--- src/inc/bht_pkg.sv ---
// Purpose: constants and types for the bridge header tail registers
// Assumes: 32-bit register port, byte addresses on a word grid
// Notes:   fields of the buffering control word sit in its low byte
//
// Operation
// - rom base reads zero, writes ignored
// - routing byte read-write, resets to zero
// - pin byte 01h reverse, 00h forward
// - burst need byte read-only, reset zero
// - access interval byte read-only, reset zero
// - park bit picks last master or self
// - bit one disables prefetch dynamic control
// - bit two disables completion prediction
// - mode 00 one line, 10 full
// - mode 01 keeps data after bridge disconnect
// - mode 11 keeps data after any end
// - prefetch mode ignored in pcix mode
package bht_pkg;

  localparam logic [7:0]  BHT_OFS_ROM      = 8'h38;
  localparam logic [7:0]  BHT_OFS_INT      = 8'h3c;
  localparam logic [7:0]  BHT_OFS_BUF      = 8'h40;
  localparam logic [31:0] BHT_ROM_VALUE    = 32'h0000_0000;
  localparam logic [7:0]  BHT_ROUTE_RST    = 8'h00;
  localparam logic [7:0]  BHT_PIN_REVERSE  = 8'h01;
  localparam logic [7:0]  BHT_PIN_FORWARD  = 8'h00;
  localparam logic [7:0]  BHT_BURST_NEED   = 8'h00;
  localparam logic [7:0]  BHT_ACC_INTERVAL = 8'h00;
  localparam int          BHT_BIT_PARK     = 0;
  localparam int          BHT_BIT_DYN_DIS  = 1;
  localparam int          BHT_BIT_PRED_DIS = 2;
  localparam int          BHT_MODE_LO      = 4;
  localparam logic        BHT_PARK_RST     = 1'b0;
  localparam logic        BHT_DYN_DIS_RST  = 1'b0;
  localparam logic        BHT_PRED_DIS_RST = 1'b0;

  typedef enum logic [1:0] {
    BHT_PF_ONE_LINE  = 2'h0,
    BHT_PF_KEEP_DISC = 2'h1,
    BHT_PF_FULL      = 2'h2,
    BHT_PF_KEEP_ANY  = 2'h3
  } bht_pf_mode_t;

  // steering towards the secondary arbiter and read prefetch engine
  typedef struct packed {
    logic park_self;    // 1: park grant on own secondary port
    logic dyn_ctl_en;   // dynamic prefetch control active
    logic pred_en;      // completion data prediction active
    logic one_line;     // prefetch only one cache line
    logic full_pf;      // prefetch fully
    logic keep_on_disc; // keep leftovers after bridge disconnect
    logic keep_on_any;  // keep leftovers after either side ends
  } bht_ctl_t;

endpackage

--- src/hdl/bht_regs.sv ---
// Purpose: expansion rom, interrupt and buffering control registers
// Assumes: strobes one cycle, never both; read data the cycle after
// Notes:   strap inputs are sampled every cycle, mode changes follow
//          one cycle later on the steering outputs; the pin byte
//          follows the strap live, so software that reads it while
//          the strap moves sees the new mode at once
//          the steering word is registered, so the datapath never
//          sees a half-decoded mode while software rewrites the field
`timescale 1ns/1ns
module bht_regs
  import bht_pkg::*;
(
  input  wire logic        clk_sys_i,
  input  wire logic        rst_b_i,
  input  wire logic [7:0]  addr_i,
  input  wire logic [31:0] wdata_i,
  input  wire logic        wr_i,
  input  wire logic        rd_i,
  input  wire logic        reverse_mode_i,
  input  wire logic        pcix_mode_i,
  output logic      [31:0] rdata_o,
  output bht_ctl_t         ctl_o
);

  logic [7:0]   route_r;
  logic         park_r;
  logic         dyn_dis_r;
  logic         pred_dis_r;
  bht_pf_mode_t pf_mode_r;
  logic [7:0]   pin_nxt;
  logic [31:0]  rdata_nxt;
  bht_ctl_t     ctl_nxt;

  always_ff @(posedge clk_sys_i or negedge rst_b_i) begin
    if (!rst_b_i) begin
      route_r <= BHT_ROUTE_RST;
    end else if (wr_i && addr_i == BHT_OFS_INT) begin
      route_r <= wdata_i[7:0];
    end
  end

  always_ff @(posedge clk_sys_i or negedge rst_b_i) begin
    if (!rst_b_i) begin
      park_r <= BHT_PARK_RST;
    end else if (wr_i && addr_i == BHT_OFS_BUF) begin
      park_r <= wdata_i[BHT_BIT_PARK];
    end
  end

  always_ff @(posedge clk_sys_i or negedge rst_b_i) begin
    if (!rst_b_i) begin
      dyn_dis_r <= BHT_DYN_DIS_RST;
    end else if (wr_i && addr_i == BHT_OFS_BUF) begin
      dyn_dis_r <= wdata_i[BHT_BIT_DYN_DIS];
    end
  end

  always_ff @(posedge clk_sys_i or negedge rst_b_i) begin
    if (!rst_b_i) begin
      pred_dis_r <= BHT_PRED_DIS_RST;
    end else if (wr_i && addr_i == BHT_OFS_BUF) begin
      pred_dis_r <= wdata_i[BHT_BIT_PRED_DIS];
    end
  end

  // prefetch mode store, resets to full
  always_ff @(posedge clk_sys_i or negedge rst_b_i) begin
    if (!rst_b_i) begin
      pf_mode_r <= BHT_PF_FULL;
    end else if (wr_i && addr_i == BHT_OFS_BUF) begin
      pf_mode_r <= bht_pf_mode_t'(wdata_i[BHT_MODE_LO+1:BHT_MODE_LO]);
    end
  end

  always_comb begin
    pin_nxt = reverse_mode_i ? BHT_PIN_REVERSE : BHT_PIN_FORWARD;
  end

  // read mux; unmapped offsets read zero so probing software sees nothing
  always_comb begin
    rdata_nxt = 32'h0000_0000;
    case (addr_i)
      BHT_OFS_ROM: begin
        rdata_nxt = BHT_ROM_VALUE;
      end
      BHT_OFS_INT: begin
        rdata_nxt = {BHT_ACC_INTERVAL, BHT_BURST_NEED, pin_nxt, route_r};
      end
      BHT_OFS_BUF: begin
        rdata_nxt = {26'h000_0000, pf_mode_r, 1'b0, pred_dis_r,
                     dyn_dis_r, park_r};
      end
      default: begin
        rdata_nxt = 32'h0000_0000;
      end
    endcase
  end

  // read data lands one cycle after the strobe and only then
  always_ff @(posedge clk_sys_i or negedge rst_b_i) begin
    if (!rst_b_i) begin
      rdata_o <= 32'h0000_0000;
    end else if (rd_i) begin
      rdata_o <= rdata_nxt;
    end else begin
      rdata_o <= 32'h0000_0000;
    end
  end

  // decode of steering outputs
  always_comb begin
    ctl_nxt = '0;
    ctl_nxt.park_self = park_r;
    ctl_nxt.dyn_ctl_en = !dyn_dis_r;
    ctl_nxt.pred_en = !pred_dis_r;
    // pcix overrides mode; all prefetch depth and keep outputs then stay clear
    if (!pcix_mode_i) begin
      case (pf_mode_r)
        BHT_PF_ONE_LINE: begin
          ctl_nxt.one_line = 1'b1;
        end
        BHT_PF_KEEP_DISC: begin
          ctl_nxt.full_pf      = 1'b1;
          ctl_nxt.keep_on_disc = 1'b1;
        end
        BHT_PF_KEEP_ANY: begin
          ctl_nxt.full_pf      = 1'b1;
          ctl_nxt.keep_on_disc = 1'b1;
          ctl_nxt.keep_on_any  = 1'b1;
        end
        default: begin
          ctl_nxt.full_pf = 1'b1;
        end
      endcase
    end
  end

  // registered so the datapath sees a clean flop output
  always_ff @(posedge clk_sys_i or negedge rst_b_i) begin
    if (!rst_b_i) begin
      ctl_o <= '0;
    end else begin
      ctl_o <= ctl_nxt;
    end
  end

  rom_zero_a: assert property (@(posedge clk_sys_i) disable iff (!rst_b_i)
    rd_i && addr_i == BHT_OFS_ROM |=> rdata_o == 32'h0000_0000)
    else $error("rom base read not zero");
  route_back_a: assert property (@(posedge clk_sys_i) disable iff (!rst_b_i)
    wr_i && addr_i == BHT_OFS_INT ##1 rd_i && addr_i == BHT_OFS_INT
    |=> rdata_o[7:0] == $past(wdata_i[7:0], 2))
    else $error("routing byte lost");
  pin_mode_a: assert property (@(posedge clk_sys_i) disable iff (!rst_b_i)
    rd_i && addr_i == BHT_OFS_INT |=>
    rdata_o[15:8] == ($past(reverse_mode_i) ? BHT_PIN_REVERSE
                                             : BHT_PIN_FORWARD))
    else $error("pin byte wrong");
  timing_zero_a: assert property (@(posedge clk_sys_i) disable iff (!rst_b_i)
    rd_i && addr_i == BHT_OFS_INT |=> rdata_o[31:16] == 16'h0000)
    else $error("timing bytes not zero");
  park_ctl_a: assert property (@(posedge clk_sys_i) disable iff (!rst_b_i)
    wr_i && addr_i == BHT_OFS_BUF ##1 !wr_i
    |=> ctl_o.park_self == $past(wdata_i[0], 2))
    else $error("park select not applied");
  enables_a: assert property (@(posedge clk_sys_i) disable iff (!rst_b_i)
    $past(rst_b_i) |->
    ctl_o.dyn_ctl_en == !$past(dyn_dis_r) &&
    ctl_o.pred_en == !$past(pred_dis_r))
    else $error("enable polarity wrong");
  pcix_ignore_a: assert property (@(posedge clk_sys_i) disable iff (!rst_b_i)
    pcix_mode_i |=> !ctl_o.one_line && !ctl_o.full_pf &&
    !ctl_o.keep_on_disc && !ctl_o.keep_on_any)
    else $error("prefetch mode used in pcix");
  keep_any_a: assert property (@(posedge clk_sys_i) disable iff (!rst_b_i)
    !pcix_mode_i && pf_mode_r == BHT_PF_KEEP_ANY |=>
    ctl_o.keep_on_any && ctl_o.full_pf)
    else $error("keep-any mode not decoded");
  keep_disc_a: assert property (@(posedge clk_sys_i) disable iff (!rst_b_i)
    !pcix_mode_i && pf_mode_r == BHT_PF_KEEP_DISC |=>
    ctl_o.keep_on_disc && !ctl_o.keep_on_any)
    else $error("keep-disconnect mode wrong");
  one_line_a: assert property (@(posedge clk_sys_i) disable iff (!rst_b_i)
    !pcix_mode_i && pf_mode_r == BHT_PF_ONE_LINE |=>
    ctl_o.one_line && !ctl_o.full_pf)
    else $error("one-line mode wrong");

  // read data stands one cycle only, so stale words never linger
  rdata_idle_a: assert property (@(posedge clk_sys_i) disable iff (!rst_b_i)
    !rd_i |=> rdata_o == 32'h0000_0000)
    else $error("read data outlived its cycle");

  // unmapped offsets read zero
  unmapped_zero_a: assert property (@(posedge clk_sys_i)
    disable iff (!rst_b_i)
    rd_i && addr_i != BHT_OFS_ROM && addr_i != BHT_OFS_INT &&
    addr_i != BHT_OFS_BUF |=> rdata_o == 32'h0000_0000)
    else $error("unmapped read not zero");

  // first edge after reset shows cleared read data
  rdata_reset_a: assert property (@(posedge clk_sys_i) disable iff (!rst_b_i)
    !$past(rst_b_i) |-> rdata_o == 32'h0000_0000)
    else $error("read data not clear after reset");

  // spare bits of the buffering word read zero
  buf_spare_a: assert property (@(posedge clk_sys_i) disable iff (!rst_b_i)
    rd_i && addr_i == BHT_OFS_BUF |=>
    rdata_o[31:6] == 26'h000_0000 && !rdata_o[3])
    else $error("spare buffering bits set");

  // mode field written then read back at once
  buf_back_a: assert property (@(posedge clk_sys_i) disable iff (!rst_b_i)
    wr_i && addr_i == BHT_OFS_BUF ##1 rd_i && addr_i == BHT_OFS_BUF
    |=> rdata_o[5:4] == $past(wdata_i[5:4], 2))
    else $error("prefetch mode lost");

  // low control bits written then read back at once
  buf_low_back_a: assert property (@(posedge clk_sys_i)
    disable iff (!rst_b_i)
    wr_i && addr_i == BHT_OFS_BUF ##1 rd_i && addr_i == BHT_OFS_BUF
    |=> rdata_o[2:0] == $past(wdata_i[2:0], 2))
    else $error("buffering bits lost");

  // timing bytes ignore writes
  ro_bytes_a: assert property (@(posedge clk_sys_i) disable iff (!rst_b_i)
    wr_i && addr_i == BHT_OFS_INT ##1 rd_i && addr_i == BHT_OFS_INT
    |=> rdata_o[31:16] == {BHT_ACC_INTERVAL, BHT_BURST_NEED})
    else $error("read-only timing bytes took a write");

  // routing byte read shows the stored value
  int_route_a: assert property (@(posedge clk_sys_i) disable iff (!rst_b_i)
    rd_i && addr_i == BHT_OFS_INT |=> rdata_o[7:0] == $past(route_r))
    else $error("routing byte read wrong");

  // mode field read shows the stored value
  buf_mode_a: assert property (@(posedge clk_sys_i) disable iff (!rst_b_i)
    rd_i && addr_i == BHT_OFS_BUF |=> rdata_o[5:4] == $past(pf_mode_r))
    else $error("prefetch mode read wrong");

  // low control bits read shows the stored values
  buf_bits_a: assert property (@(posedge clk_sys_i) disable iff (!rst_b_i)
    rd_i && addr_i == BHT_OFS_BUF |=>
    rdata_o[2:0] == {$past(pred_dis_r), $past(dyn_dis_r), $past(park_r)})
    else $error("buffering bits read wrong");

  // routing byte only moves on its own write
  route_keep_a: assert property (@(posedge clk_sys_i) disable iff (!rst_b_i)
    !(wr_i && addr_i == BHT_OFS_INT) |=> route_r == $past(route_r))
    else $error("routing byte changed unasked");

  // prefetch mode only moves on its own write
  mode_keep_a: assert property (@(posedge clk_sys_i) disable iff (!rst_b_i)
    !(wr_i && addr_i == BHT_OFS_BUF) |=> pf_mode_r == $past(pf_mode_r))
    else $error("prefetch mode changed unasked");

  // prediction enable follows a write
  pred_follow_a: assert property (@(posedge clk_sys_i) disable iff (!rst_b_i)
    wr_i && addr_i == BHT_OFS_BUF ##1 !wr_i
    |=> ctl_o.pred_en == !$past(wdata_i[2], 2))
    else $error("prediction enable not applied");

  // dynamic control enable follows a write
  dyn_follow_a: assert property (@(posedge clk_sys_i) disable iff (!rst_b_i)
    wr_i && addr_i == BHT_OFS_BUF ##1 !wr_i
    |=> ctl_o.dyn_ctl_en == !$past(wdata_i[1], 2))
    else $error("dynamic control not applied");

  // full mode, the reset choice; skipped on the first edge after reset
  full_mode_a: assert property (@(posedge clk_sys_i) disable iff (!rst_b_i)
    $past(rst_b_i) && !pcix_mode_i && pf_mode_r == BHT_PF_FULL |=>
    ctl_o.full_pf && !ctl_o.one_line && !ctl_o.keep_on_disc &&
    !ctl_o.keep_on_any)
    else $error("full mode wrong");

  // pcix mode leaves the park choice alone
  pcix_park_a: assert property (@(posedge clk_sys_i) disable iff (!rst_b_i)
    pcix_mode_i |=> ctl_o.park_self == $past(park_r))
    else $error("park lost in pcix mode");

  // steering is clear on the first edge after reset
  ctl_reset_a: assert property (@(posedge clk_sys_i) disable iff (!rst_b_i)
    !$past(rst_b_i) |-> ctl_o == '0)
    else $error("steering not clear after reset");

  // keep-after-disconnect still prefetches fully
  keep_disc_full_a: assert property (@(posedge clk_sys_i)
    disable iff (!rst_b_i)
    !pcix_mode_i && pf_mode_r == BHT_PF_KEEP_DISC |=>
    ctl_o.full_pf && !ctl_o.one_line)
    else $error("keep-disconnect not full");

  // keep-any also keeps after a bridge disconnect
  keep_any_disc_a: assert property (@(posedge clk_sys_i)
    disable iff (!rst_b_i)
    !pcix_mode_i && pf_mode_r == BHT_PF_KEEP_ANY |=>
    ctl_o.keep_on_disc && !ctl_o.one_line)
    else $error("keep-any misses disconnect");

  // one-line mode keeps nothing behind
  one_line_keep_a: assert property (@(posedge clk_sys_i)
    disable iff (!rst_b_i)
    !pcix_mode_i && pf_mode_r == BHT_PF_ONE_LINE |=>
    !ctl_o.keep_on_disc && !ctl_o.keep_on_any)
    else $error("one-line mode keeps data");

  // conventional mode picks exactly one prefetch depth
  conv_one_hot_a: assert property (@(posedge clk_sys_i)
    disable iff (!rst_b_i)
    $past(rst_b_i) && !pcix_mode_i |=> ctl_o.one_line != ctl_o.full_pf)
    else $error("prefetch depth ambiguous");

endmodule

--- config.mk ---
export PLATFORM = sky130hd
export DESIGN_NAME = bht_regs
export DESIGN_NICKNAME = d
export VERILOG_FILES = /design/src/inc/bht_pkg.sv /design/src/hdl/bht_regs.sv
export SDC_FILE = /design/constraint.sdc
export NUM_CORES = 1
export LEC_CHECK = 0
export BUFFER_PORTS_ARGS = -buffer_cell sky130_fd_sc_hd__buf_2
export CAP_MARGIN = 10
export CORE_ASPECT_RATIO = 0.6
export CORE_UTILIZATION = 35
export DETAILED_ROUTE_END_ITERATION = 6
export PLACE_DENSITY = 0.79
export SYNTH_ARGS = -nofsm -noshare
export SYNTH_HDL_FRONTEND = slang
export SYNTH_SLANG_ARGS = --single-unit
export TNS_END_PERCENT = 20
--- constraint.sdc ---
create_clock -name clk_sys_i -period 0.8 [get_ports clk_sys_i]
set_input_delay 0 -clock clk_sys_i [delete_from_list [all_inputs] [get_ports clk_sys_i]]
set_output_delay 0 -clock clk_sys_i [all_outputs]
set_load 0.02 [all_outputs]
### Word-level counts from Yosys, hierarchy flattened

Cells that the tools add are included.

* register bits: 52
* input port bits: 46
* output and inout bits: 39
* word-level logic and storage cells: 31

* reductions and logical operators: 6
* multiplexer cells: 8
* eq/ne operators: 4

Operators with widths (number)
* 2-to-1 mux 32 bit: 1
* case mux 9 bit (2 select lines): 1
* == test 8 x 6 -> 1 bit, second input constant: 1
* == test 8 x 7 -> 1 bit, second input constant: 1
* 2-to-1 mux 1 bit: 5
* 2-to-1 mux 4 bit: 1
* == test 2 x 1 -> 1 bit, second input constant: 1
* == test 2 bit, second input constant: 1
* logical AND 1 bit: 2
* logical NOT 1 bit: 2
* logical NOT 2 bit: 1
* OR reduction 2 bit: 1

### Depth between registers and ports, before layout

Gate-level depths: netlist of the first run.

* depth after elaboration: 4
* gate-level depth with buffers: 4
* depth with buffers taken out: 3

### Least setup slack after synthesis of the first run

OpenSTA, ideal clock, no wires.

* path type: input -> register
* start point: input addr_i[5]
* end point: register dyn_dis_r
* library setup time: 125 ps
* required time: 675 ps
* stages: 4
* slack: -326 ps
* path buffers: 1
* data arrival time: 1001 ps
* cell sequence: nor4b_4 -> and4b_1 -> buf_6 -> mux2_4

* word-level cells in the longest chain between the ends: 2

Ends and longest elaborated chain
* start, declared: line bht_regs.sv:15 `input wire logic [7:0] addr_i,`
* == test 8 x 7 -> 1 bit: line bht_regs.sv:53 `end else if (wr_i && addr_i == BHT_OFS_BUF) begin`
* logical AND 1 bit: line bht_regs.sv:53
* end signal, assigned: line bht_regs.sv:54 `dyn_dis_r <= wdata_i[BHT_BIT_DYN_DIS];`
* end, declared: line bht_regs.sv:27 `logic dyn_dis_r;`

Every way passes these cells.
A chain may end at the register's enable or synchronous reset.

### Worst setup path after layout of the first run

* start point: input addr_i[2]
* end point: register dyn_dis_r

The elaborated chain is that of the path after synthesis.

==> results, run 1 <==
- The flow ran to the end, but the final reports show violations.
- The final reports fail on setup timing.
- The number of endpoints with negative hold slack in the final report is 0.
- Hold is met by 0.104 ns.
- The number of top-level pins is 85.
- The share of the core filled with cells in the final layout is 52.1%.
- Along the worst hold path, the cell count comes to 3.
- After global routing the overflow that remains totals 0.
- The longest clock path from root to sink contains 2 buffers.
- The initialized floorplan defines 16 standard-cell rows.
- For the finished layout, the period the worst path requires is 0.947 ns.
- The H-tree depth is 2.
- In this run switching power makes up 25.2% of total power.
- The placeable core region is 3440 µm².
- Setup violations remaining at the end of the flow were counted as 15.
- The largest area contributor in the netlist is dfrtp_1.
- The detail route stage leaves a number of antenna-violating nets equal to 0.
- The startpoint identified for the worst register-to-register timing path is pf_mode_r[1].
- The count of max-cap constraint violations is 0.
- The worst IR drop on VDD is 0.00106 V.
- The initial antenna violation count is 0.
- The synthesized area per cell is 13.0 µm².
- The number of instances in the synthesized netlist is 103.
- For this run, the slowest stage of the critical path takes 0.30 ns.
- The critical path goes through buf_8 > nor4b_4 > and4b_2 > buf_6 > mux2_4.
- The final weighted congestion of routability-driven global placement is 0.755.
- The reg2reg setup slack is -0.07 ns.
- The worst register-to-register path has a depth of 2.
- For this design the total switching power over the nets is 0.776 mW.
- Prior to clock tree synthesis, the placed netlist has a worst setup slack of -0.449 ns.
- The worst path required time is 0.96 ns.
- The warning count from the yosys run is 0.
- Dividing the detail-routed wire length by the instance count gives 13.3 µm.
- The total track usage is 14.6%.
- After layout, the worst setup slack is -0.147 ns.
- Combinational logic burns 13.3% of the power.
- The area share of the largest cell type after synthesis is 52.5%.
- The detailed-route wire length is 2810 µm.
- The final antenna diode count is 0.
- In the post-synthesis netlist, the biggest area contributors are dfrtp_1 52%, buf_4 13%, mux2_2 6.7%.
- Dividing total power by cell area gives a power density of 1720 nW/µm².
- Setup repair after global routing could not meet its margin everywhere.
- The first-pass detailed-route iteration total is 4.
- The number of distinct standard cells referenced by the synthesized netlist is 23.
- The die is 49.8 µm tall.
- The layout has 287 filler cells.
- The endpoint arrival time on the critical path is 1.10 ns.
- The final max-slew violation count was 0.
- The largest fanout of any net on the critical path is 3.
- In this run, flip-flops and latches consume 50.1% of the power.
- The placed instance area is 1550 µm².
- The CTS tree is done.
- The largest net degree at the start of global routing is 15.
- The HPWL after detailed placement is 2020 µm.
- The internal power component is 2.31 mW.
- The number of global-route vias before repair is 884.
- The clock latency on the worst-skew pair is 0.27 ns.
- The final instance area is 1790 µm².
- The overall power after layout is 3.08 mW.
- The area growth from synthesis to layout is 34.3%.
- The worst clock skew on the final layout is 0.00283 ns.
- Static timing analysis puts the maximum clock frequency at 1.06 GHz.
- The clock network is responsible for 36.6% of the overall power.
- After synthesis the netlist holds a flip-flop and latch count of 29.
- Summed over all cells, the static leakage comes to 0.944 nW.
- The die is 81.7 µm wide.
- The path class of the lowest-slack min-delay path is primary input to flip-flop.
- The terminating pin of the worst hold path is rdata_o[4].
- The total number of vias is 924.
- Among all stages on the critical path, the largest delay is contributed by and4b_2.
- Dividing the final minimum period by the clock period gives 118%.
- The number of DRC violations after detailed routing is 0.
- After detailed routing, the number of vias per cell comes to 4.38.
- The root buffer cell chosen for the clock tree is clkbuf_8.
- Counting every sink on the clock net gives 29.
- The hold path startpoint is rd_i.
- The first global-routing pass estimated 4300 µm of wire.
- The total standard cell area after synthesis is 1340 µm².
- Once the floorplan was initialized, standard cells occupied 38.8% of the core.
- The critical path capture point type is a flip-flop.
- The proportion of layout cells with a drive suffix above 1 is 44.0%.
- The worst setup path is launched from a primary input.
- The setup path with the least slack is of type primary input to flip-flop.
- At the end of the flow, the number of nets in the layout was 211.
- The destination of the worst register-to-register timing path is rdata_o[5].
- The die outline area is 4070 µm².
- Together, buffers and inverters on the worst path number 2.
- The number of port buffers is 37.
- The number of buffers created by CTS is 5.
- The category of cells accounting for the largest share of critical-path delay is simple AND/OR/NAND/NOR gates.
- The sequential area share after synthesis is 54.5%.
- The clock transition at the registers of the reported paths is 0.06 ns.
- After the first detailed-routing iteration, the DRC count stood at 32.
power by group through the flow:
stage                     registers [mW]  clock network, mW  logic (mW)
after floorplan                     1.58                  0       0.254
after global placement              1.57                  0       0.338
after detailed placement            1.57                  0       0.344
after CTS                           1.54               1.17       0.394
after global routing                1.55               1.22       0.443
final                               1.54               1.13       0.411
Yosys cell counts:
library cell,count
buf_4,24
nor3_4,1
dfstp_2,1
nor2_1,2
clkbuf_1,1
and3_1,4
inv_1,2
nand4_4,1
mux2_2,8
conb_1,1
nand3_1,5
dfrtp_1,28
nand2_1,1
nor3_1,1
mux2_4,5
nand3b_1,5
a21oi_1,5
and4b_2,1
buf_6,1
and4b_1,1
nor4b_4,1
nor2b_1,1
and2_1,3
logic make-up (layout without fill, tap and decap cells):
| family | after synthesis | in the layout | share of synthesized area, % |
|---|---|---|---|
| compound gates | 5 | 5 | 1.87 |
| other cells | 1 | 23 | 0.281 |
| flops | 29 | 29 | 54.5 |
| simple gates | 27 | 27 | 15.8 |
| mux | 13 | 13 | 12.4 |
| buf+inv | 28 | 69 | 15.2 |
worst max path at each step:
stage               depth (start not counted)         end  startpoint
floorplan                                   4   dyn_dis_r   addr_i[5]
finish                                      5   dyn_dis_r   addr_i[2]
global placement                            5   dyn_dis_r   addr_i[5]
CTS                                         5   dyn_dis_r   addr_i[3]
global route                                5  pred_dis_r   addr_i[2]
detailed placement                          5   dyn_dis_r   addr_i[5]
routing by layer:
metal	vias up	GRT usage, %	routed length [µm]
met3	4	5.37	199
met5	-	0	0
met4	0	4.68	31
met2	38	20.9	1280
li1	432	-	-
met1	450	20.2	1300
timing repair:
action | CTS | global route
endpoints found under the hold margin | 45 | 0
setup buffers | 0 | 0
hold buffers | 11 | 0
resized for setup | 6 | 8
pin swaps | 3 | 4
setup endpoints to repair | 17 | 32
final cells by class:
| type | instances | area (µm²) | area share (%) |
|---|---|---|---|
| flip-flops and latches | 29 | 727 | 40.5 |
| well taps | 45 | 56.3 | 3.14 |
| inverters | 2 | 7.51 | 0.419 |
| repair buffers | 59 | 424 | 23.7 |
| clock buffers | 8 | 80.1 | 4.47 |
| multi-input cells | 68 | 498 | 27.8 |
placed cells by master (no fill, tap or decap), drive strengths merged, types with 3 or more instances in the layout:
cell / netlist / routed
and3: 4 / 4
dlygate4sd3: 0 / 11
nand3b: 5 / 5
mux2: 13 / 13
buf: 25 / 48
nand3: 5 / 5
dfrtp: 28 / 28
conb: 1 / 23
and2: 3 / 3
a21oi: 5 / 5
clkbuf: 1 / 8
metrics by stage:
stage,std cells,setup TNS (ns)
floorplan,125,-2.86
global placement,192,-5.98
detailed placement,192,-6.26
CTS,211,-0.797
global route,211,-1.52
finish,211,-0.818
sequential cells by signal, summed over array words and instances (netlist names):
register and flops:
park_r 1, pf_mode_r 2, pred_dis_r 1, dyn_dis_r 1, route_r 8, ctl_o 7, rdata_o 9
worst min-delay path: stages:
cell	delay [ns]
buf_2	0.11
nand2_1	0.17
a21oi_1	0.06
Power figures use the tool's default switching activity.
==> run 2: changes to the inputs <==
--- a/config.mk
+++ b/config.mk
@@ -10,7 +10,7 @@
 export CORE_ASPECT_RATIO = 0.6
 export CORE_UTILIZATION = 35
 export DETAILED_ROUTE_END_ITERATION = 6
-export PLACE_DENSITY = 0.79
+export PLACE_DENSITY = 0.76
 export SYNTH_ARGS = -nofsm -noshare
 export SYNTH_HDL_FRONTEND = slang
 export SYNTH_SLANG_ARGS = --single-unit
==> constraint.sdc (replaced) <==
create_clock -name clk_sys_i -period 1.15 [get_ports clk_sys_i]
set_input_delay 0 -clock clk_sys_i [delete_from_list [all_inputs] [get_ports clk_sys_i]]
set_output_delay 0 -clock clk_sys_i [all_outputs]
set_load 0.02 [all_outputs]
==> run 2 against run 1 <==
The run now ends clean. First-iteration DRC count increased by 94%. Clock-buffer cell count unchanged. Non-clock buffer count fell by 5. Global-route usage fell by 1.7 points. Largest power group unchanged. Utilization is 2.4 points lower. Sequential share of layout area rose by 2.0 points. Critical path type unchanged. Hold slack worse by 0.013 ns. Worst setup slack better by 0.33 ns. Total power decreased by 29%. Via count is 5.3% lower.
==> results, run 2 (synthesis results as in run 1) <==
- The register containing the most flip-flops in the final layout is rdata_o (unchanged).
- The critical path launch point type is a primary input (unchanged).
- The starting DRC count in detailed routing is 62 (was 32).
- The largest net degree at the start of global routing is 30 (was 15).
- The net switching share of the total power is 24.7% (was 25.2%).
- The internal power component is 1.64 mW (was 2.31 mW).
- The final number of setup-violating endpoints is 0 (was 15).
- The final worst-path setup slack is 0.182 ns (was -0.147 ns).
- The share of the core filled with cells in the final layout is 49.6% (was 52.1%).
- The share of the clock period used by the worst path is 84.2%.
- The stage delay of the slowest cell on the critical path came to 0.31 ns (was 0.30 ns).
- The most common cell after layout, fill and taps aside is buf_2 (unchanged).
- The proportion of layout cells with a drive suffix above 1 is 41.6% (was 44.0%).
- The post-placement worst setup slack is -0.109 ns (was -0.449 ns).
- The number of global-route vias before repair came to 815 (was 884).
- The cell row count came to 16 (unchanged).
- The static leakage is 0.903 nW (was 0.944 nW).
- The critical path capture point type is a flip-flop (unchanged).
- The power density over the cells is 1270 nW/µm² (was 1720 nW/µm²).
- The clock latency on the worst-skew pair is 0.28 ns (was 0.27 ns).
- The total congestion overflow is 0 (unchanged).
- The part of the power in combinational logic is 11.6% (was 13.3%).
- The count of nets left with antenna violations after detail routing is 0 (unchanged).
- Headroom to the max-slew limit came out at 57.5%.
- The count of max-cap constraint violations came to 0 (unchanged).
- The worst clock skew on the final layout came to 0.000691 ns (was 0.00283 ns).
- The measured slew at the worst slew-check pin is 0.637 ns.
- The critical-path cell with the highest stage delay is nor4b_4 (was and4b_2).
- RSZ-0062 raised after global routing: no (was yes).
- The number of endpoints with negative hold slack in the final report is 0 (unchanged).
- The final max-slew violation count was 0 (unchanged).
- The post-layout instance count excluding filler cells is 206 (was 211).
- Run status: completed (was complete, but fails checks).
- The total track usage was 12.9% (was 14.6%).
- The number of port buffers is 37 (unchanged).
- The number of buffers and inverters on the critical path was 2 (unchanged).
- The number of vias per cell after detailed routing is 4.25 (was 4.38).
- The H-tree depth is 2 (unchanged).
- The post-synthesis to final-layout area growth was 28.0% (was 34.3%).
- The die width is 81.7 µm (unchanged).
- The power dissipated by switching net loads came to 0.538 mW (was 0.776 mW).
- The category of cells accounting for the largest share of critical-path delay is simple AND/OR/NAND/NOR gates (unchanged).
- The average detailed-routed wire length per instance is 11.9 µm (was 13.3 µm).
- The maximum count of clock buffers along a single path is 2 (unchanged).
- The first-pass detailed-route iteration total is 4 (unchanged).
- The CTS tree is done (unchanged).
- The kind of critical path is primary input to flip-flop (unchanged).
- Most frequent cells in the layout: 37 x buf_2, 28 x dfrtp_1, 23 x conb_1 (was 32 x buf_2, 28 x dfrtp_1, 23 x conb_1).
- The final weighted congestion of routability-driven global placement was 0.796 (was 0.755).
- The endpoint arrival time on the critical path was 1.13 ns (was 1.10 ns).
- The initial cell density of the core is 38.8% (unchanged).
- The overall power after layout was 2.18 mW (was 3.08 mW).
- The total number of vias is 875 (was 924).
- The number of setup buffers added after CTS is 0 (unchanged).
- The number of DRC violations after detailed routing is 0 (unchanged).
- The minimum clock period after layout is 0.968 ns.
- The post-detailed-placement half-perimeter wirelength is 1860 µm (was 2020 µm).
- The number of flip-flops under the largest register name came to 9 (unchanged).
- The CTS sink count is 29 (unchanged).
- The detailed-route wire length is 2460 µm (was 2810 µm).
- The share of total power in the clock network is 39.1% (was 36.6%).
- The number of top-level pins was 85 (unchanged).
- The final net count is 206 (was 211).
- The sequential fraction of design power is 49.3% (was 50.1%).
- The clock transition at the registers of the reported paths is 0.06 ns (about the same).
- The path class of the lowest-slack min-delay path is primary input to flip-flop (unchanged).
- The die outline area is 4070 µm² (unchanged).
- The worst IR drop on VDD is 0.000537 V (was 0.00106 V).
- The final antenna diode count is 0 (unchanged).
- The y dimension of the die is 49.8 µm (unchanged).
- The initial antenna violation count is 0 (unchanged).
- The largest fanout of any net on the critical path is 3 (unchanged).
- The worst path required time is 1.31 ns (was 0.96 ns).
- The highest clock rate is 1.03 GHz.
- The number of cells in the design after placement is 187 (was 192).
- The global-route wire length before repair came to 3740 µm (was 4300 µm).
- The aggregate negative setup slack is 0 ns (was -0.818 ns).
- Registers with the most flip-flops: rdata_o x9, route_r x8, ctl_o x7 (unchanged).
- The number of buffers created by CTS came to 5 (unchanged).
- The placeable core region is 3440 µm² (unchanged).
- Critical Path, Cell by Cell: buf_2 > nor4b_4 > and4b_1 > buf_4 > mux2_4 (was buf_8 > nor4b_4 > and4b_2 > buf_6 > mux2_4).
- The layout filler cell count was 325 (was 287).
- The cell at the root of the clock tree is clkbuf_8 (unchanged).
-- run 2: cell type report --
type	instances	area, µm²	share of cell area [%]
Tap cell	45	56.3	3.29
Sequential cell	29	727	42.5
Clock buffer	8	90.1	5.27
Inverter	2	7.51	0.439
Timing Repair Buffer	54	340	19.9
Multi-Input combinational cell	68	488	28.6
-- run 2: what timing repair did --
item | 4_1_cts | 5_1_grt
hold endpoints to repair | 45 | 0
hold buffers | 11 | 0
resized for setup | 0 | 0
endpoints found under the setup margin | 0 | 0
-- run 2: tightest hold or removal path: cells and delay by family --
kind / cells / cell delay [ns]
buffers and inverters: 1 / 0.10
AOI/OAI and AO/OA: 1 / 0.06
and+or+nand+nor: 1 / 0.16
-- run 2: per-stage QoR --
step	hold WS, ns	area [µm²]
floorplan	-0.296	1420
global route	0.110	1710
CTS	0.0773	1710
detailed placement	0.0523	1510
global placement	0.0318	1510
finish	0.0913	1710
-- run 2: layer usage --
layer / wire, µm / GRT usage, %
met2: 1130 / 20.1
met4: 21 / 5.26
met5: 0 / 0
met3: 232 / 4.63
met1: 1080 / 16.1
-- run 2: power by group through the flow --
stage,combinational [mW],sequential [mW],clock [mW]
after global placement,0.220,1.09,0
after CTS,0.253,1.07,0.868
after global routing,0.272,1.08,0.907
after floorplan,0.176,1.10,0
after detailed placement,0.223,1.09,0
final,0.252,1.07,0.851
-- run 2: final timing paths --
path | from | end | slack [ns] | cells after the start
min reg2reg | park_r | ctl_o[6] | 0.43 | 0
max | addr_i[5] | pred_dis_r | 0.18 | 5
min | rd_i | rdata_o[1] | 0.09 | 3
min in group asynchronous | rst_b_i | rdata_o[0] | 0.28 | 2
max in group asynchronous | rst_b_i | ctl_o[4] | 0.45 | 2
max reg2reg | pf_mode_r[1] | rdata_o[5] | 0.31 | 2
==> run 3: changes to the inputs <==
--- a/config.mk
+++ b/config.mk
@@ -5,12 +5,13 @@
 export SDC_FILE = /design/constraint.sdc
 export NUM_CORES = 1
 export LEC_CHECK = 0
+export ABC_AREA = 1
 export BUFFER_PORTS_ARGS = -buffer_cell sky130_fd_sc_hd__buf_2
 export CAP_MARGIN = 10
 export CORE_ASPECT_RATIO = 0.6
 export CORE_UTILIZATION = 35
 export DETAILED_ROUTE_END_ITERATION = 6
-export PLACE_DENSITY = 0.76
+export PLACE_DENSITY = 0.75
 export SYNTH_ARGS = -nofsm -noshare
 export SYNTH_HDL_FRONTEND = slang
 export SYNTH_SLANG_ARGS = --single-unit
==> constraint.sdc (replaced) <==
create_clock -name clk_sys_i -period 1 [get_ports clk_sys_i]
set_input_delay 0 -clock clk_sys_i [delete_from_list [all_inputs] [get_ports clk_sys_i]]
set_output_delay 0 -clock clk_sys_i [all_outputs]
set_load 0.02 [all_outputs]
==> run 3 against run 2 <==
The run now ends with DRC left. Global-route usage up 0.47 points. Utilization down 1.5 points. Wire length up 5.0%. Non-clock buffer count down 1.
==> results, run 3 <==
- The most frequently used cell type in the post-synthesis netlist was nand2_1 (was dfrtp_1).
- The placed instance area is 1590 µm² (was 1510 µm²).
- The number of instances in the synthesized netlist is 156 (was 103).
- Critical Path, Cell by Cell: inv_1 > nor3_1 (was buf_2 > nor4b_4 > and4b_1 > buf_4 > mux2_4).
- The number of port buffers is 37 (unchanged).
- The layout filler cell count is 366 (was 325).
- The part of the power in combinational logic is 11.3% (was 11.6%).
- Dividing the final minimum period by the clock period gives 85.8%.
- The starting DRC count in detailed routing is 68 (was 62).
- The total number of cells along the worst setup path was 2 (was 5).
- The length in cells of the worst reg-to-reg path was 2 (unchanged).
- The largest area contributor in the netlist is dfrtp_1 (unchanged).
- The power density over the cells is 1530 nW/µm² (was 1270 nW/µm²).
- The number of flip-flops and latches in the synthesized netlist is 29 (unchanged).
- The final worst-path setup slack came to 0.142 ns (was 0.182 ns).
- The H-tree depth is 2 (unchanged).
- The average detailed-routed wire length per instance is 9.98 µm (was 11.9 µm).
- The destination of the worst register-to-register timing path is ctl_o[0] (was rdata_o[5]).
- The async set-reset flop share out of synthesis is 100% (unchanged).
- The sequential area share after synthesis is 51.4% (was 54.5%).
- The number of endpoints with negative hold slack in the final report is 0 (unchanged).
- The endpoint of the worst setup timing path is ctl_o[0] (was pred_dis_r).
- The detailed-route wire length is 2580 µm (was 2460 µm).
- The register containing the most flip-flops in the final layout is rdata_o (unchanged).
- The clock latency on the worst-skew pair is 0.28 ns (about the same).
- Registers with the most flip-flops: rdata_o x9, route_r x8, ctl_o x7 (unchanged).
- The hold path startpoint is wr_i (was rd_i).
- The sequential fraction of design power was 44.3% (was 49.3%).
- The power dissipated by switching net loads came to 0.653 mW (was 0.538 mW).
- The most common cell after layout, fill and taps aside was nand2_1 (was buf_2).
- The die width came to 84.1 µm (was 81.7 µm).
- The count of nets left with antenna violations after detail routing was 0 (unchanged).
- The final antenna diode count is 0 (unchanged).
- The post-detailed-placement half-perimeter wirelength is 1870 µm (was 1860 µm).
- The number of flip-flops under the largest register name came to 9 (unchanged).
- The final reports fail on DRC.
- The largest net degree at the start of global routing is 30 (unchanged).
- Run status: complete, but fails checks (was completed).
- The reg-to-reg startpoint is pf_mode_r[1] (unchanged).
- The stage delay of the slowest cell on the critical path is 0.56 ns (was 0.31 ns).
- The number of top-level pins is 85 (unchanged).
- The post-layout instance count excluding filler cells came to 259 (was 206).
- The critical-path cell with the highest stage delay was dfstp_2 (was nor4b_4).
- The number of buffers and inverters on the critical path was 1 (was 2).
- The final net count is 257 (was 206).
- The final number of setup-violating endpoints is 0 (unchanged).
- The total standard cell area after synthesis is 1410 µm² (was 1340 µm²).
- The net switching share of the total power is 23.5% (was 24.7%).
- The CTS tree is done (unchanged).
- The timing startpoint of the critical path is pf_mode_r[1] (was addr_i[5]).
- The total congestion overflow is 0 (unchanged).
- The CTS sink count was 29 (unchanged).
- The internal power component was 2.13 mW (was 1.64 mW).
- RSZ-0062 raised after global routing: no (unchanged).
- The total track usage is 13.4% (was 12.9%).
- The critical path launch point type was a flip-flop (was primary input).
- The number of cells in the design after placement is 240 (was 187).
- The cell at the root of the clock tree is clkbuf_8 (unchanged).
- The number of setup buffers added after CTS came to 0 (unchanged).
- The kind of critical path is flip-flop to flip-flop (was primary input to flip-flop).
- The minimum clock period after layout is 0.858 ns.
- The area share of the largest cell type after synthesis is 49.6% (was 52.5%).
- The first-pass detailed-route iteration total was 7 (was 4).
- The clock transition at the registers of the reported paths came to 0.06 ns (about the same).
- The warning count from the yosys run came to 0 (unchanged).
- The y dimension of the die is 51.2 µm (was 49.8 µm).
- Most frequent cells after synthesis: 38 x nand2_1, 28 x dfrtp_1, 23 x buf_4 (was 28 x dfrtp_1, 24 x buf_4, 8 x mux2_2).
- The endpoint arrival time on the critical path is 1.05 ns (was 1.13 ns).
- Biggest area contributors in the synthesized netlist: dfrtp_1 50%, buf_4 12%, nand2_1 10% (was dfrtp_1 52%, buf_4 13%, mux2_2 6.7%).
- The post-placement worst setup slack is 0.0970 ns (was -0.109 ns).
- The leading register cell type out of synthesis is dfrtp_1 (unchanged).
- The synthesized area per cell is 9.06 µm² (was 13.0 µm²).
- The number of vias per cell after detailed routing came to 4.14 (was 4.25).
- The overall power after layout was 2.78 mW (was 2.18 mW).
- The number of DRC violations after detailed routing is 8 (was 0).
- The static leakage is 1.02 nW (was 0.903 nW).
- The share of total power in the clock network is 44.4% (was 39.1%).
- The final max-slew violation count is 0 (unchanged).
- The storage element area was 727 µm² (unchanged).
- The worst IR drop on VDD is 0.000756 V (was 0.000537 V).
- The critical path capture point type is a flip-flop (unchanged).
- Most frequent cells in the layout: 38 x nand2_1, 37 x buf_2, 28 x dfrtp_1 (was 37 x buf_2, 28 x dfrtp_1, 23 x conb_1).
- The final instance area was 1810 µm² (was 1710 µm²).
- The final weighted congestion of routability-driven global placement is 0.830 (was 0.796).
- The smallest hold slack came to 0.0568 ns (was 0.0913 ns).
- The count of max-cap constraint violations is 0 (unchanged).
- The multi-input combinational cell area is 504 µm² (was 488 µm²).
- The proportion of layout cells with a drive suffix above 1 is 27.4% (was 41.6%).
- The worst path required time is 1.19 ns (was 1.31 ns).
- The die outline area came to 4310 µm² (was 4070 µm²).
- The total number of vias came to 1073 (was 875).
- The maximum count of clock buffers along a single path was 2 (unchanged).
- The category of cells accounting for the largest share of critical-path delay is flip-flops (was simple AND/OR/NAND/NOR gates).
- The post-synthesis to final-layout area growth is 28.1% (was 28.0%).
- The worst clock skew on the final layout is 0.00184 ns (was 0.000691 ns).
- The largest fanout of any net on the critical path is 4 (was 3).
- The share of the core filled with cells in the final layout was 48.1% (was 49.6%).
- The placeable core region is 3760 µm² (was 3440 µm²).
- Derived from the worst setup path, the maximum achievable clock frequency is 1.17 GHz.
- The path class of the lowest-slack min-delay path is primary input to flip-flop (unchanged).
- The number of distinct standard cells referenced by the synthesized netlist is 19 (was 23).
- The number of enable-type register cells in the synthesized netlist is 0 (unchanged).
- The initial cell density of the core is 37.6% (was 38.8%).
- The initial antenna violation count came to 0 (unchanged).
- The global-route wire length before repair came to 4230 µm (was 3740 µm).
- The number of global-route vias before repair was 922 (was 815).
- The number of buffers created by CTS is 5 (unchanged).
- The aggregate negative setup slack is 0 ns (unchanged).
- The reg2reg setup slack is 0.14 ns (was 0.31 ns).
- The cell row count is 17 (was 16).
==> run 3: worst min path at each step <==
| stage | endpoint | cells past startpoint |
|---|---|---|
| 4_1_cts | route_r[7] | 3 |
| 6_report | route_r[7] | 3 |
| 3_5_place_dp | ctl_o[5] | 2 |
| 5_1_grt | route_r[7] | 3 |
| 2_1_floorplan | ctl_o[0] | 0 |
| 3_3_place_gp | ctl_o[5] | 2 |
==> run 3: logic make-up (layout without fill, tap and decap cells) <==
family | Yosys count | count (layout) | share of synthesized area (%)
other cells | 1 | 23 | 0.265
compound gates | 1 | 1 | 0.354
buf+inv | 43 | 77 | 18.8
flops | 29 | 29 | 51.4
simple gates | 82 | 82 | 29.2
==> run 3: worst reg2reg max path, delay by kind of cell (launching register included) <==
| kind | cells | cell delay [ns] |
|---|---|---|
| buffers and inverters | 1 | 0.06 |
| flip-flops | 1 | 0.56 |
| AND/OR/NAND/NOR | 1 | 0.16 |
==> run 3: repair_timing <==
item	CTS	global route
gates resized for setup	0	0
hold buffers	11	0
endpoints found under the hold margin	46	0
==> run 3: final cells by class <==
| cell class | count | share of cell area (%) |
|---|---|---|
| flip-flops and latches | 29 | 40.1 |
| multi-input cells | 106 | 27.8 |
| repair buffers | 53 | 19.1 |
| clock buffers | 7 | 4.77 |
| inverters | 16 | 3.31 |
| well taps | 47 | 3.25 |
| clock inverters | 1 | 1.66 |
==> run 3: per-layer routing <==
metal,wire [µm],global-route usage [%],vias to the layer above
met5,0,0,-
met4,21,5.17,0
met3,198,5.98,4
met2,1060,19.3,41
met1,1300,17.5,469
li1,-,-,559
==> run 3: power groups by stage <==
stage                     clock network, mW  registers (mW)  logic, mW
after floorplan                           0            1.26      0.226
after global placement                    0            1.25      0.277
after detailed placement                  0            1.25      0.281
after CTS                              1.26            1.23      0.316
after global routing                   1.32            1.23      0.349
final                                  1.23            1.23      0.314
